[src/emp_consts.svh]
`ifndef EMP_CONSTS_SVH
`define EMP_CONSTS_SVH
// ----------------------------------------------------------------------
// Behaviour
// - 100 Mbps needs a 25 MHz bus clock; 2.5 MHz serves 10 Mbps only.
// - Transceiver clocks stay stopped while both clock-disable bits are set.
// - Transceiver bus address from register 1 is latched onto phy_addr_o when enable rises.
// - Clear autoneg_disable selects auto-negotiation; set means manual mode.
// - MII traffic is possible only after transceiver_enable is set, or in external transceiver mode.
// - Management clock is divided from the bus clock by the divisor field.
// - Buffer placement follows the buffer_space_map field of buffer_config.
// - Receiver rejects frames longer than max_rx_frame_length.
// - Six-byte station address is held in registers and filters receive.
// - Frame-type filter uses frame_type_match and frame_type_filter_ctl.
// - Address filter honours broadcast reject, conditional multicast, accept all.
// - MAC offers loopback, external transceiver mode and full duplex bits.
// - MAC core stays inactive until mac_core_enable is set.
// - Each interrupt source reaches the CPU only when its mask bit is set.
// - Software sets pause_request, then loads pause_duration for the frame.
// - Command 0x01 starts transmission, only while transmitter_active is clear.
// - Transmitter computes and appends the frame check sequence itself.
// - Device sets buffer done flag on a valid frame; software clears it.
// - While both receive buffer done flags are set, new frames are dropped.
// - Speed bit 1 selects 100 Mbps, 0 selects 10 Mbps in manual mode.
// ----------------------------------------------------------------------
`define EMP_A_CTLA 5'h00
`define EMP_A_CTLB 5'h01
`define EMP_A_MGMT 5'h02
`define EMP_A_BUFFER_CONFIG 5'h03
`define EMP_A_MAC0 5'h04
`define EMP_A_MAC1 5'h05
`define EMP_A_MAC2 5'h06
`define EMP_A_FRAME_TYPE_MATCH 5'h07
`define EMP_A_FRAME_TYPE_FILTER_CTL 5'h08
`define EMP_A_RECEIVE_CONTROL_STATUS 5'h09
`define EMP_A_NETWORK_CONTROL 5'h0A
`define EMP_A_INTERRUPT_MASK 5'h0B
`define EMP_A_INTERRUPT_EVENT 5'h0C
`define EMP_A_TX_SPECIAL_CONTROL_STATUS 5'h0D
`define EMP_A_PAUSE_DURATION 5'h0E
`define EMP_A_TRANSMIT_CONTROL_STATUS 5'h0F
`define EMP_A_TXLEN 5'h10
`define EMP_A_RXLENA 5'h11
`define EMP_A_RXLENB 5'h12
`define EMP_B_SLOW 0
`define EMP_B_FAST 1
`define EMP_B_AUTONEG_DISABLE 2
`define EMP_B_LED 3
`define EMP_B_TEN 4
`define EMP_B_SPD 5
`define EMP_B_DPX 6
`define EMP_B_CORE 0
`define EMP_B_MLB 1
`define EMP_B_EXT 2
`define EMP_B_FDX 3
`define EMP_B_BROADCAST_REJECT 0
`define EMP_B_CONDITIONAL_MULTICAST 1
`define EMP_B_ACCEPT_ALL_FRAMES 2
`define EMP_B_RX_FLOW_CONTROL_ENABLE 3
`define EMP_B_ETEN 0
`define EMP_B_ACT 2
`define EMP_F_MAP 15:13
`define EMP_F_MAX_RX_FRAME_LENGTH 10:0
`define EMP_M_CTLA 16'h007F
`define EMP_M_CTLB 16'h001F
`define EMP_M_MGMT 16'h000F
`define EMP_M_BUFFER_CONFIG 16'hE7FF
`define EMP_M_LOW4 16'h000F
`define EMP_M_EV 16'h0007
`define EMP_M_BIT0 16'h0001
`define EMP_M_LEN 16'h07FF
`define EMP_RST_CTLA 16'h0003
`define EMP_TXB_OFF 16'h0000
`define EMP_RXA_OFF 16'h0800
`define EMP_RXB_OFF 16'h1000
`define EMP_TRANSMIT_COMMAND_START 2'h1
`define EMP_PRE_NIB 4'h5
`define EMP_SFD_NIB 4'hD
`define EMP_PRE_LAST 11'h00F
`define EMP_FCS_LAST 11'h007
`define EMP_HDR_MIN 11'h00E
`define EMP_DA_LEN 11'h006
`define EMP_TYPE_HI 11'h00C
`define EMP_TYPE_LO 11'h00D
`define EMP_BCAST 8'hFF
`define EMP_CRC_INIT 32'hFFFFFFFF
`define EMP_CRC_POLY 32'hEDB88320
`define EMP_CRC_RES 32'hDEBB20E3
`define EMP_REF_KHZ 125000
`define EMP_FAST_KHZ 25000
`define EMP_SLOW_KHZ 2500
`endif

[src/emp_pkg.sv]
package emp_pkg;
    typedef enum logic [1:0] {tx_idle = 2'b00, tx_pre = 2'b01, tx_data = 2'b10,
        tx_fcs = 2'b11} emp_tx_st_t;
    typedef enum logic [1:0] {rx_idle = 2'b00, rx_pre = 2'b01, rx_data = 2'b10,
        rx_drop = 2'b11} emp_rx_st_t;
    typedef struct packed {logic en; logic [3:0] d;} emp_mii_tx_t;
    typedef struct packed {logic dv; logic er; logic [3:0] d;} emp_mii_rx_t;
endpackage

[src/emp_crc.sv]
`timescale 1ns/1ps
`include "emp_consts.svh"
module emp_crc
(
    input wire logic ref_clk_i,
    input wire logic nrst_i,
    input wire logic ce_i,
    input wire logic init_i,
    input wire logic en_i,
    input wire logic [7:0] data_i,
    output logic [31:0] crc_o
);
    logic [31:0] next_crc;

    // Reflected form, least significant bit first, as the bits leave the wire.
    always_comb
    begin
        next_crc = crc_o;
        for (int i = 0; i < 8; i++)
        begin
            if (next_crc[0] ^ data_i[i])
                next_crc = (next_crc >> 1) ^ `EMP_CRC_POLY;
            else
                next_crc = next_crc >> 1;
        end
    end

    always_ff @(posedge ref_clk_i or negedge nrst_i)
        if (!nrst_i)
            crc_o <= `EMP_CRC_INIT;
        else if (ce_i && init_i)
            crc_o <= `EMP_CRC_INIT;
        else if (ce_i && en_i)
            crc_o <= next_crc;
endmodule

[src/emp_mac.sv]
`timescale 1ns/1ps
`include "emp_consts.svh"
module emp_mac
    import emp_pkg::*;
(
    input wire logic ref_clk_i,
    input wire logic nrst_i,
    input wire logic ce_i,
    input wire logic [4:0] addr_i,
    input wire logic [15:0] wdata_i,
    input wire logic wr_i,
    input wire logic rd_i,
    output logic [15:0] rdata_o,
    output emp_mii_tx_t mii_tx_o,
    input wire emp_mii_rx_t mii_rx_i,
    output logic [15:0] mem_raddr_o,
    input wire logic [7:0] mem_rdata_i,
    output logic [15:0] mem_waddr_o,
    output logic [7:0] mem_wdata_o,
    output logic mem_we_o,
    output logic mdc_o,
    output logic phy_clk_run_o,
    output logic phy_enable_o,
    output logic [4:0] phy_addr_o,
    output logic phy_autoneg_o,
    output logic phy_speed100_o,
    output logic phy_duplex_o,
    output logic led_en_o,
    output logic ext_phy_o,
    output logic full_duplex_o,
    output logic rx_flow_en_o,
    output logic pause_req_o,
    output logic [15:0] pause_time_o,
    output logic bus_100_ok_o,
    output logic irq_o
);
    // ------------------------------------------------------------------
    // Registers
    // ------------------------------------------------------------------
    logic [15:0] ctl_a, ctl_b, mgmt, buf_cfg, mac0, mac1, mac2, frame_type_match;
    logic [15:0] frame_type_filter_ctl, receive_control_status, network_control, interrupt_mask, txs, pause_duration, txlen;
    logic [2:0] ev, ev_set, ev_clr;
    logic [10:0] len_a, len_b;
    logic core_en, mii_ok, rx_ok, start_tx, ten_q;
    logic [15:0] base;
    emp_tx_st_t tx_st;
    emp_rx_st_t rx_st;

    assign core_en = network_control[`EMP_B_CORE];
    // Traffic to the internal transceiver is gated until it is enabled.
    assign mii_ok = ctl_a[`EMP_B_TEN] | network_control[`EMP_B_EXT];
    assign rx_ok = core_en & mii_ok;
    assign base = {buf_cfg[`EMP_F_MAP], 13'h0000};

    always_ff @(posedge ref_clk_i or negedge nrst_i)
        if (!nrst_i)
        begin
            ctl_a <= `EMP_RST_CTLA;
            ctl_b <= '0;
            mgmt <= '0;
            buf_cfg <= '0;
            mac0 <= '0;
            mac1 <= '0;
            mac2 <= '0;
            frame_type_match <= '0;
            frame_type_filter_ctl <= '0;
            receive_control_status <= '0;
            network_control <= '0;
            interrupt_mask <= '0;
            txs <= '0;
            pause_duration <= '0;
            txlen <= '0;
        end
        else if (ce_i && wr_i)
        begin
            case (addr_i)
                `EMP_A_CTLA: ctl_a <= wdata_i & `EMP_M_CTLA;
                `EMP_A_CTLB: ctl_b <= wdata_i & `EMP_M_CTLB;
                `EMP_A_MGMT: mgmt <= wdata_i & `EMP_M_MGMT;
                `EMP_A_BUFFER_CONFIG: buf_cfg <= wdata_i & `EMP_M_BUFFER_CONFIG;
                `EMP_A_MAC0: mac0 <= wdata_i;
                `EMP_A_MAC1: mac1 <= wdata_i;
                `EMP_A_MAC2: mac2 <= wdata_i;
                `EMP_A_FRAME_TYPE_MATCH: frame_type_match <= wdata_i;
                `EMP_A_FRAME_TYPE_FILTER_CTL: frame_type_filter_ctl <= wdata_i & `EMP_M_BIT0;
                `EMP_A_RECEIVE_CONTROL_STATUS: receive_control_status <= wdata_i & `EMP_M_LOW4;
                `EMP_A_NETWORK_CONTROL: network_control <= wdata_i & `EMP_M_LOW4;
                `EMP_A_INTERRUPT_MASK: interrupt_mask <= wdata_i & `EMP_M_EV;
                `EMP_A_TX_SPECIAL_CONTROL_STATUS: txs <= wdata_i & `EMP_M_BIT0;
                `EMP_A_PAUSE_DURATION: pause_duration <= wdata_i;
                `EMP_A_TXLEN: txlen <= wdata_i & `EMP_M_LEN;
                default: ;
            endcase
        end

    always_ff @(posedge ref_clk_i or negedge nrst_i)
        if (!nrst_i)
            rdata_o <= '0;
        else if (ce_i)
        begin
            rdata_o <= '0;
            if (rd_i)
            begin
                case (addr_i)
                    `EMP_A_CTLA: rdata_o <= ctl_a;
                    `EMP_A_CTLB: rdata_o <= ctl_b;
                    `EMP_A_MGMT: rdata_o <= mgmt;
                    `EMP_A_BUFFER_CONFIG: rdata_o <= buf_cfg;
                    `EMP_A_MAC0: rdata_o <= mac0;
                    `EMP_A_MAC1: rdata_o <= mac1;
                    `EMP_A_MAC2: rdata_o <= mac2;
                    `EMP_A_FRAME_TYPE_MATCH: rdata_o <= frame_type_match;
                    `EMP_A_FRAME_TYPE_FILTER_CTL: rdata_o <= frame_type_filter_ctl;
                    `EMP_A_RECEIVE_CONTROL_STATUS: rdata_o <= receive_control_status;
                    `EMP_A_NETWORK_CONTROL: rdata_o <= network_control;
                    `EMP_A_INTERRUPT_MASK: rdata_o <= interrupt_mask;
                    `EMP_A_INTERRUPT_EVENT: rdata_o <= {13'h0000, ev};
                    `EMP_A_TX_SPECIAL_CONTROL_STATUS: rdata_o <= txs;
                    `EMP_A_PAUSE_DURATION: rdata_o <= pause_duration;
                    `EMP_A_TRANSMIT_CONTROL_STATUS: rdata_o <= 16'(tx_st != tx_idle) << `EMP_B_ACT;
                    `EMP_A_TXLEN: rdata_o <= txlen;
                    `EMP_A_RXLENA: rdata_o <= {5'h00, len_a};
                    `EMP_A_RXLENB: rdata_o <= {5'h00, len_b};
                    default: rdata_o <= '0;
                endcase
            end
        end

    // ------------------------------------------------------------------
    // Transceiver control
    // ------------------------------------------------------------------
    // The address is taken once, on the enable edge, so later writes to it
    // do not disturb a running transceiver.
    always_ff @(posedge ref_clk_i or negedge nrst_i)
        if (!nrst_i)
        begin
            ten_q <= 1'b0;
            phy_addr_o <= '0;
        end
        else if (ce_i)
        begin
            ten_q <= ctl_a[`EMP_B_TEN];
            if (ctl_a[`EMP_B_TEN] && !ten_q)
                phy_addr_o <= ctl_b[4:0];
        end

    assign phy_clk_run_o = !ctl_a[`EMP_B_SLOW] && !ctl_a[`EMP_B_FAST];
    assign phy_enable_o = ctl_a[`EMP_B_TEN];
    assign phy_autoneg_o = !ctl_a[`EMP_B_AUTONEG_DISABLE];
    assign phy_speed100_o = ctl_a[`EMP_B_AUTONEG_DISABLE] & ctl_a[`EMP_B_SPD];
    assign phy_duplex_o = ctl_a[`EMP_B_AUTONEG_DISABLE] & ctl_a[`EMP_B_DPX];
    assign led_en_o = ctl_a[`EMP_B_LED];
    assign ext_phy_o = network_control[`EMP_B_EXT];
    assign full_duplex_o = network_control[`EMP_B_FDX];
    assign rx_flow_en_o = receive_control_status[`EMP_B_RX_FLOW_CONTROL_ENABLE];
    assign pause_req_o = txs[0];
    assign pause_time_o = pause_duration;
    assign bus_100_ok_o = (`EMP_REF_KHZ >= `EMP_FAST_KHZ);

    logic [3:0] mdc_cnt;
    always_ff @(posedge ref_clk_i or negedge nrst_i)
        if (!nrst_i)
        begin
            mdc_cnt <= '0;
            mdc_o <= 1'b0;
        end
        else if (ce_i)
        begin
            if (mdc_cnt >= mgmt[3:0])
            begin
                mdc_cnt <= '0;
                mdc_o <= !mdc_o;
            end
            else
                mdc_cnt <= mdc_cnt + 4'h1;
        end

    // ------------------------------------------------------------------
    // Transmit
    // ------------------------------------------------------------------
    logic [10:0] tx_cnt;
    logic tx_nib, tx_en_c, tx_last;
    logic [7:0] tx_byte;
    logic [3:0] tx_d;
    logic [31:0] tx_crc, fcs_sh;

    assign start_tx = wr_i && addr_i == `EMP_A_TRANSMIT_CONTROL_STATUS && wdata_i[1:0] == `EMP_TRANSMIT_COMMAND_START
        && core_en && mii_ok;
    assign tx_last = 11'(tx_cnt + 11'h001) >= txlen[10:0];
    assign fcs_sh = ~tx_crc >> {tx_cnt[2:0], 2'b00};

    always_comb
    begin
        tx_en_c = tx_st != tx_idle;
        case (tx_st)
            tx_pre: tx_d = (tx_cnt == `EMP_PRE_LAST) ? `EMP_SFD_NIB : `EMP_PRE_NIB;
            tx_data: tx_d = tx_nib ? tx_byte[7:4] : tx_byte[3:0];
            tx_fcs: tx_d = fcs_sh[3:0];
            default: tx_d = `EMP_PRE_NIB;
        endcase
    end

    // A start while busy is ignored; the busy status lets software see why.
    always_ff @(posedge ref_clk_i or negedge nrst_i)
        if (!nrst_i)
        begin
            tx_st <= tx_idle;
            tx_cnt <= '0;
            tx_nib <= 1'b0;
            tx_byte <= '0;
            mem_raddr_o <= '0;
        end
        else if (ce_i)
        begin
            case (tx_st)
                tx_idle:
                    if (start_tx)
                    begin
                        tx_st <= tx_pre;
                        tx_cnt <= '0;
                        mem_raddr_o <= base + `EMP_TXB_OFF;
                    end
                tx_pre:
                    if (tx_cnt == `EMP_PRE_LAST)
                    begin
                        tx_byte <= mem_rdata_i;
                        mem_raddr_o <= mem_raddr_o + 16'h0001;
                        tx_cnt <= '0;
                        tx_nib <= 1'b0;
                        tx_st <= tx_data;
                    end
                    else
                        tx_cnt <= tx_cnt + 11'h001;
                tx_data:
                    if (!tx_nib)
                        tx_nib <= 1'b1;
                    else
                    begin
                        tx_nib <= 1'b0;
                        if (tx_last)
                        begin
                            tx_st <= tx_fcs;
                            tx_cnt <= '0;
                        end
                        else
                        begin
                            tx_byte <= mem_rdata_i;
                            mem_raddr_o <= mem_raddr_o + 16'h0001;
                            tx_cnt <= tx_cnt + 11'h001;
                        end
                    end
                tx_fcs:
                    if (tx_cnt == `EMP_FCS_LAST)
                        tx_st <= tx_idle;
                    else
                        tx_cnt <= tx_cnt + 11'h001;
                default: tx_st <= tx_idle;
            endcase
        end

    always_ff @(posedge ref_clk_i or negedge nrst_i)
        if (!nrst_i)
            mii_tx_o <= '0;
        else if (ce_i)
        begin
            mii_tx_o.en <= tx_en_c & core_en & mii_ok;
            mii_tx_o.d <= tx_d;
        end

    emp_crc u_tx_crc
    (
        .ref_clk_i(ref_clk_i),
        .nrst_i(nrst_i),
        .ce_i(ce_i),
        .init_i(tx_st == tx_idle),
        .en_i(tx_st == tx_data && !tx_nib),
        .data_i(tx_byte),
        .crc_o(tx_crc)
    );

    // ------------------------------------------------------------------
    // Receive
    // ------------------------------------------------------------------
    emp_mii_rx_t rx;
    logic [10:0] rx_cnt;
    logic rx_nib, rx_sel, rx_bad, da_hit, bc, mc, ty_hit, addr_ok, accept;
    logic [3:0] rx_lo;
    logic [7:0] rx_byte, sta_byte, ety_byte;
    logic [47:0] mac_sh;
    logic [31:0] rx_crc;

    // Loopback feeds the registered transmit nibbles straight back.
    assign rx = network_control[`EMP_B_MLB] ? {mii_tx_o.en, 1'b0, mii_tx_o.d} : mii_rx_i;
    assign rx_byte = {rx.d, rx_lo};
    assign mac_sh = {mac0, mac1, mac2} << {rx_cnt[2:0], 3'b000};
    assign sta_byte = mac_sh[47:40];
    assign ety_byte = rx_cnt[0] ? frame_type_match[7:0] : frame_type_match[15:8];
    assign addr_ok = receive_control_status[`EMP_B_ACCEPT_ALL_FRAMES] | (bc ? !receive_control_status[`EMP_B_BROADCAST_REJECT]
        : (mc ? receive_control_status[`EMP_B_CONDITIONAL_MULTICAST] : da_hit));
    assign accept = rx_st == rx_data && !rx.dv && !rx_bad && !rx_nib
        && rx_cnt >= `EMP_HDR_MIN && rx_crc == `EMP_CRC_RES && addr_ok
        && (!frame_type_filter_ctl[`EMP_B_ETEN] || ty_hit);

    always_ff @(posedge ref_clk_i or negedge nrst_i)
        if (!nrst_i)
        begin
            rx_st <= rx_idle;
            {rx_cnt, rx_nib, rx_lo, rx_sel, rx_bad} <= '0;
            {da_hit, bc, mc, ty_hit} <= '0;
            {mem_waddr_o, mem_wdata_o, mem_we_o} <= '0;
        end
        else if (ce_i)
        begin
            mem_we_o <= 1'b0;
            case (rx_st)
                rx_idle:
                    if (rx.dv && rx_ok)
                    begin
                        if (ev[0] && ev[1])
                            rx_st <= rx_drop;
                        else
                        begin
                            rx_st <= rx_pre;
                            rx_sel <= ev[0];
                        end
                    end
                rx_pre:
                    if (!rx.dv)
                        rx_st <= rx_idle;
                    else if (rx.d == `EMP_SFD_NIB)
                    begin
                        rx_st <= rx_data;
                        {rx_cnt, rx_nib, rx_bad, mc} <= '0;
                        {da_hit, bc, ty_hit} <= 3'h7;
                    end
                rx_data:
                    if (!rx.dv)
                        rx_st <= rx_idle;
                    else
                    begin
                        if (rx.er)
                            rx_bad <= 1'b1;
                        rx_nib <= !rx_nib;
                        if (!rx_nib)
                            rx_lo <= rx.d;
                        else
                        begin
                            if (rx_cnt >= buf_cfg[`EMP_F_MAX_RX_FRAME_LENGTH])
                                rx_bad <= 1'b1;
                            else
                            begin
                                mem_we_o <= 1'b1;
                                mem_waddr_o <= base + (rx_sel ? `EMP_RXB_OFF : `EMP_RXA_OFF)
                                    + {5'h00, rx_cnt};
                                mem_wdata_o <= rx_byte;
                            end
                            if (rx_cnt < `EMP_DA_LEN)
                            begin
                                da_hit <= da_hit & (rx_byte == sta_byte);
                                bc <= bc & (rx_byte == `EMP_BCAST);
                            end
                            if (rx_cnt == '0)
                                mc <= rx_byte[0];
                            if (rx_cnt == `EMP_TYPE_HI || rx_cnt == `EMP_TYPE_LO)
                                ty_hit <= ty_hit & (rx_byte == ety_byte);
                            if (!rx_bad)
                                rx_cnt <= rx_cnt + 11'h001;
                        end
                    end
                rx_drop:
                    if (!rx.dv)
                        rx_st <= rx_idle;
                default: rx_st <= rx_idle;
            endcase
        end

    emp_crc u_rx_crc
    (
        .ref_clk_i(ref_clk_i),
        .nrst_i(nrst_i),
        .ce_i(ce_i),
        .init_i(rx_st == rx_pre),
        .en_i(rx_st == rx_data && rx.dv && rx_nib),
        .data_i(rx_byte),
        .crc_o(rx_crc)
    );

    // ------------------------------------------------------------------
    // Events
    // ------------------------------------------------------------------
    assign ev_set = {tx_st == tx_fcs && tx_cnt == `EMP_FCS_LAST, accept & rx_sel,
        accept & !rx_sel};
    assign ev_clr = (wr_i && addr_i == `EMP_A_INTERRUPT_EVENT) ? wdata_i[2:0] : 3'h0;

    // A set in the clearing cycle wins, so no completed frame is lost.
    always_ff @(posedge ref_clk_i or negedge nrst_i)
        if (!nrst_i)
        begin
            ev <= '0;
            len_a <= '0;
            len_b <= '0;
        end
        else if (ce_i)
        begin
            ev <= (ev & ~ev_clr) | ev_set;
            if (accept && !rx_sel)
                len_a <= rx_cnt;
            if (accept && rx_sel)
                len_b <= rx_cnt;
        end

    assign irq_o = |(ev & interrupt_mask[2:0]);
endmodule

[config.mk]
export PLATFORM = sky130hd
export DESIGN_NAME = emp_mac
export DESIGN_NICKNAME = d
export VERILOG_FILES = /design/src/emp_pkg.sv /design/src/emp_crc.sv /design/src/emp_mac.sv
export VERILOG_INCLUDE_DIRS = /design/src
export SDC_FILE = /design/constraint.sdc
export NUM_CORES = 1
export LEC_CHECK = 0
export ABC_AREA = 1
export BUFFER_PORTS_ARGS = -buffer_cell sky130_fd_sc_hd__buf_4
export CORE_MARGIN = 5
export CORE_UTILIZATION = 60
export CTS_BUF_LIST = sky130_fd_sc_hd__clkbuf_4 sky130_fd_sc_hd__clkbuf_8 sky130_fd_sc_hd__clkbuf_16
export DETAILED_ROUTE_END_ITERATION = 7
export HOLD_SLACK_MARGIN = 0.15
export PLACE_DENSITY = 0.79
export SLEW_MARGIN = 20
export SYNTH_ARGS = -nofsm -noshare
export SYNTH_HDL_FRONTEND = slang
export SYNTH_HIERARCHICAL = 1
export SYNTH_SLANG_ARGS = --single-unit
[constraint.sdc]
create_clock -name ref_clk_i -period 3.66 [get_ports ref_clk_i]
set_input_delay 0.732 -clock ref_clk_i [delete_from_list [all_inputs] [get_ports ref_clk_i]]
set_output_delay 0.732 -clock ref_clk_i [all_outputs]
set_load 0.02 [all_outputs]
==> Word level (Yosys, flattened, before mapping) <==
Index checks and enable logic that the tools add are counted.
{ "totals": {"register_bits": 342, "in_bits": 40} }
{ "classes": {"n_shift": 2, "eq_ne": 52, "n_reduce_logical": 86, "magnitude_cmp": 5, "add_sub_neg": 6, "bitwise": 52, "n_mux": 99} }
{ "op_table": {"columns": ["op", "n"], "rows": [
  ["32-bit two-way mux", 20],
  ["16-bit case mux with 19 select lines", 1],
  ["13-bit inverter with 14-bit output", 16],
  ["11-bit two-way mux", 10],
  ["16-bit two-way mux", 5],
  ["16-bit case mux with 3 select lines", 1],
  ["48-bit by 6-bit << shifter with 48-bit output", 1],
  ["11-bit case mux with 4 select lines", 1],
  ["5-bit by 4-bit == test with 1-bit output, second input constant", 8],
  ["2-bit AND reduction", 19],
  ["11-bit by 4-bit == test with 1-bit output, second input constant", 3],
  ["32-bit == test, second input constant", 1],
  ["8-bit two-way mux", 4],
  ["32-bit inverter", 1],
  ["32-bit by 5-bit >> shifter with 4-bit output", 1],
  ["1-bit two-way mux", 29],
  ["2-bit inequality test, second input constant", 14],
  ["7-bit AND reduction", 4],
  ["1-bit logical AND", 27],
  ["11-bit by 1-bit adder with 11-bit output, second input constant", 2],
  ["11-bit greater-or-equal comparator", 2],
  ["11-bit case mux with 2 select lines", 1],
  ["5-bit by 3-bit == test with 1-bit output, second input constant", 4],
  ["2-bit two-way mux", 10],
  ["47 further kinds", 117]
]} }

==> Longest topological paths before layout <==
{ "depth": {"depth_word": 18, "ltp_mapped": 18} }

==> Hierarchy <==
Netlist, hierarchy kept.
{ "by_module_without_submodules": {"columns": ["mod", "cells_per_inst", "area_per_inst_um2", "seq_area_each_um2", "n_inst"], "rows": [
  ["emp_mac", 1894, 14833.0, 6959.2, 1],
  ["emp_crc", 332, 2319.7, 840.8, 2]
]} }

==> Worst setup path after synthesis <==
No wires, ideal clock.
{ "synth_path": {"path_kind": "register to register", "start": "register tx_cnt[2]", "end": "register mem_raddr_o[12]", "period_less_slack_ns": 2.731, "required_time_ns": 3.543, "t_arrival_ns": 2.615, "stages_incl_launch_ff": 17, "path_buffers": 2, "slack_ns": 0.929, "path_cell_list": "dfrtp_1 inv_2 nor4_2 nand4_1 xor2_1 inv_1 ha_1 a21oi_1 nor2_1 a211oi_1 nand3_1 nand2_1 nand2_1 buf_6 buf_6 nand2_1 nand2_1"} }
{ "synth_via": {"elab_chain_cells": 4, "word_cells_on_any_way": 6, "classes_between": "1 x add/sub; 1 x order compare; 3 x eq/ne; 1 x reduce/logical"} }
{ "synth_rtl": {"columns": ["element", "line_no", "source"], "rows": [
  ["start, declared", "emp_mac.sv:181", "logic [10:0] tx_cnt;"],
  ["start signal, assigned", "emp_mac.sv:233", "tx_cnt <= tx_cnt + 11'h001;"],
  ["start signal, assigned", "emp_mac.sv:249", "tx_cnt <= tx_cnt + 11'h001;"],
  ["start signal, assigned", "emp_mac.sv:256", "tx_cnt <= tx_cnt + 11'h001;"],
  ["11-bit by 1-bit adder with 11-bit output", "emp_mac.sv:189", "assign tx_last = 11'(tx_cnt + 11'h001) >= txlen[10:0];"],
  ["11-bit greater-or-equal comparator", "emp_mac.sv:189", null],
  ["2-bit inequality test (no source line)", null, null],
  ["6-bit AND reduction (no source line) *", null, null],
  ["end signal, assigned", "emp_mac.sv:221", "mem_raddr_o <= base + `EMP_TXB_OFF;"],
  ["end signal, assigned", "emp_mac.sv:227", "mem_raddr_o <= mem_raddr_o + 16'h0001;"],
  ["end signal, assigned", "emp_mac.sv:248", "mem_raddr_o <= mem_raddr_o + 16'h0001;"],
  ["end, declared", "emp_mac.sv:16", "output logic [15:0] mem_raddr_o,"]
]} }
Every way passes the cells marked *; elsewhere a longest branch is shown, timed or not.
A chain may end at the register's enable or synchronous reset.

==> Worst setup path after layout <==
{ "layout_path": {"start": "register tx_cnt[2]", "end": "register mem_raddr_o[11]"} }
The elaborated chain is that of the path after synthesis.

==> results.cfg <==
[cts]
hold_buffers = 0
post_cts_resize_count = 0
clock-sinks = 342
clk_pin_slew_ps = 60
htreeDepth = 2
cts_setup_buffers = 0
clock_path_buffers = 3
cts_tree = done
insertion_delay_ps = 540
cts_buffers = 38
cts-root-buf = clkbuf_16

[routing]
via_per_inst = 5.78
avgRoutedWirePerCell_um = 18.9
vias = 18203
routed_wl_um = 59600
drtAntennaViolNets = 0
drc = 0
drt_iter0_drc = 2043
dr.pass1.iters = 6

[timing]
maxSlewViolCount = 0
setup_violations = 0
fmax_ghz = 0.303
finClkSkew_ps = 16.8
period_minus_slack_ps = 3300
slew_headroom = 0.263
finalHoldViolCount = 0
period_share = 0.901
worst_pin_slew_ps = 1100
grt_setup_unrepaired = false
whs_ps = 260
tns_ps = 0

[yosys]
synth_flop_cell = dfrtp_1
synthArstFlopShare = 1.00
yosys_warnings = 6
ys_seq_elements = 342
syn_area_mm2 = 0.0195
synth.distinct_cells = 62
synth_edf_count = 0
synth_top_family_by_area = simple AND/OR/NAND/NOR gates
syn_area_per_cell_um2 = 7.61
syn_inst = 2558
synthXorXnorAreaFrac = 0.0501
seq_area_frac_synth = 0.444
synth_nets = 2635
synthAdderAreaFrac = 0.0238
muxShareOfSynthArea = 0.000578
synth_compound_area_frac = 0.150
synth-simple-area-share = 0.240

[status]
outcome = finished, final reports clean

[critical_path]
cpPeakStageDelay_ps = 460
cp.arrival_ps = 3710
cp.required_ps = 4070
critPathSlowestCell = dfrtp_1
end_kind = flip-flop
startpoint_type = flip-flop
critPathMaxFanout = 13
criticalPathCategory = flip-flop to flip-flop
cp_cell_sequence = inv_2 -> nor2_1 -> nand4_1 -> nor2_1 -> nand3_1 -> xor2_1 -> inv_1 -> ha_1 -> nand4_1 -> nor3_1 -> o21ai_0 -> nand3_1 -> nand2_1 -> nand2_1 -> buf_4 -> o21ai_0

[die]
rows = 66
die_w_um = 190
die-area_mm2 = 0.0362
fp.dieH_um = 190
start_util = 0.603
fp.coreArea_mm2 = 0.0323
ioPinCount = 136

[global_routing]
grt-ovfl-total = 0
grt_max_degree = 97
grt_pass1_vias = 17977
track_usage = 0.329
grt_antenna_before_repair = 0
grt_pass1_wl_um = 95400

[pwr]
powerDensity_mw_per_mm2 = 777
p_leak_nw = 11.2
peakVddDrop_uv = 421

[final_layout]
fill_cells = 2667
area_growth_pct = 14.2
drive_gt1_frac = 0.143
antenna_cells = 0
utilization = 0.688
nets = 2758

[job]
drv_cap = 0

[place]
port_buffers = 134
place_hpwl_um = 42900
gp_congestion = 0.970

[worst_hold_path]
worst_hold_path_type = input port to asynchronous set/reset pin
layout make-up:
type | count | area [um^2] | area share
clock inverters | 14 | 195 | 0.00878
flip-flops and latches | 342 | 8640 | 0.389
inverters | 365 | 1370 | 0.0618
clock buffers | 50 | 1110 | 0.0499
multi-input cells | 1768 | 9050 | 0.407
well taps | 442 | 553 | 0.0249
repair buffers | 166 | 1300 | 0.0586
layout by cell type, fill, tap and decap left out, types with 8 or more instances in the layout:
cell type	n
nand2_1	732
inv_1	351
o21ai_0	281
dfrtp_1	276
buf_4	161
nor2_1	134
nand3_1	131
xor2_1	80
o22ai_1	69
dfstp_2	66
a21oi_1	61
clkbuf_16	39
ha_1	37
nand2_2	26
xnor2_1	24
nand4_1	23
o21ai_1	21
nor3_1	17
o211ai_1	15
inv_2	12
o21ai_2	11
clkinv_2	8
or2_2	8
a221oi_1	8
clkbuf_8	8
power by group:
part           internal (W)  switching, W  total (W)
clock               0.00241       0.00159    0.00400
sequential          0.00481      0.000871    0.00568
combinational       0.00258       0.00502    0.00760
total               0.00980       0.00748     0.0173
critical path: cells and delay by family (launching register included):
| kind | cells | cell delay [ps] |
|---|---|---|
| flip-flops | 1 | 460 |
| buffers and inverters | 3 | 500 |
| adder cells (fa/ha/maj) | 1 | 290 |
| AO/OA/AOI/OAI | 2 | 210 |
| AND/OR/NAND/NOR | 9 | 1560 |
| XOR/XNOR | 1 | 150 |
sequential cells by signal, indices dropped and copies added, names as in the netlist, 14 cells and up:
| name | cells |
|---|---|
| buf_cfg | 14 |
| u_rx_crc/crc_o | 32 |
| mac0 | 16 |
| frame_type_match | 16 |
| rdata_o | 16 |
| mac1 | 16 |
| pause_time_o | 16 |
| u_tx_crc/crc_o | 32 |
| mem_waddr_o | 16 |
| mac2 | 16 |
| mem_raddr_o | 16 |
stage by stage:
step           instance area [um^2]  cells  total power, W  setup slack, ps
6_report                      22200   3147          0.0173              362
5_1_grt                       22200   3147          0.0184             78.4
4_1_cts                       22200   3147          0.0172              371
3_5_place_dp                  20900   3083          0.0131              408
3_3_place_gp                  20900   3083          0.0129              556
2_1_floorplan                 19500   2558          0.0110              929
logic make-up (layout without fill, tap and decap cells):
| family | after synthesis | in the layout |
|---|---|---|
| AOI/OAI and AO/OA | 513 | 513 |
| xor gates and xnor gates | 108 | 108 |
| adders and majority gates | 37 | 37 |
| buffers and inverters | 448 | 595 |
| DFF | 342 | 342 |
| muxes | 1 | 1 |
| other | 1 | 1 |
| and+or+nand+nor | 1108 | 1108 |
per-layer routing:
metal	wire [um]	track usage	vias to the layer above
met3	4600	0.0580	200
met1	24200	0.435	8688
met5	0	0	-
li1	-	-	8488
met2	27600	0.531	827
met4	3230	0.159	0
synthesized netlist by cell type (all sizes together), types with 39 or more instances:
cell type,count,area (um^2)
o21ai,313,1610
nor2,145,601
dfstp,66,1730
inv,364,1370
o22ai,69,432
xor2,82,733
nand2,760,2930
nand3,133,671
a21oi,61,305
dfrtp,276,6910
clkbuf,44,168
buf,39,240
path summary, 6_finish.rpt:
| check | start | to | slack, ps | cells after the start |
|---|---|---|---|---|
| worst max-delay path | tx_cnt[2] | mem_raddr_o[11] | 360 | 16 |
| worst min-delay path | nrst_i | mgmt[3] | 260 | 1 |
| worst max register to register | tx_cnt[2] | mem_raddr_o[11] | 360 | 16 |
| worst min register to register | rdata_o[2] | rdata_o[2] | 480 | 2 |
| max in group asynchronous | nrst_i | u_rx_crc/crc_o[10] | 2540 | 2 |
| min in group ref_clk_i | mem_rdata_i[2] | tx_byte[2] | 440 | 3 |
(Power assumes the default switching activity.)
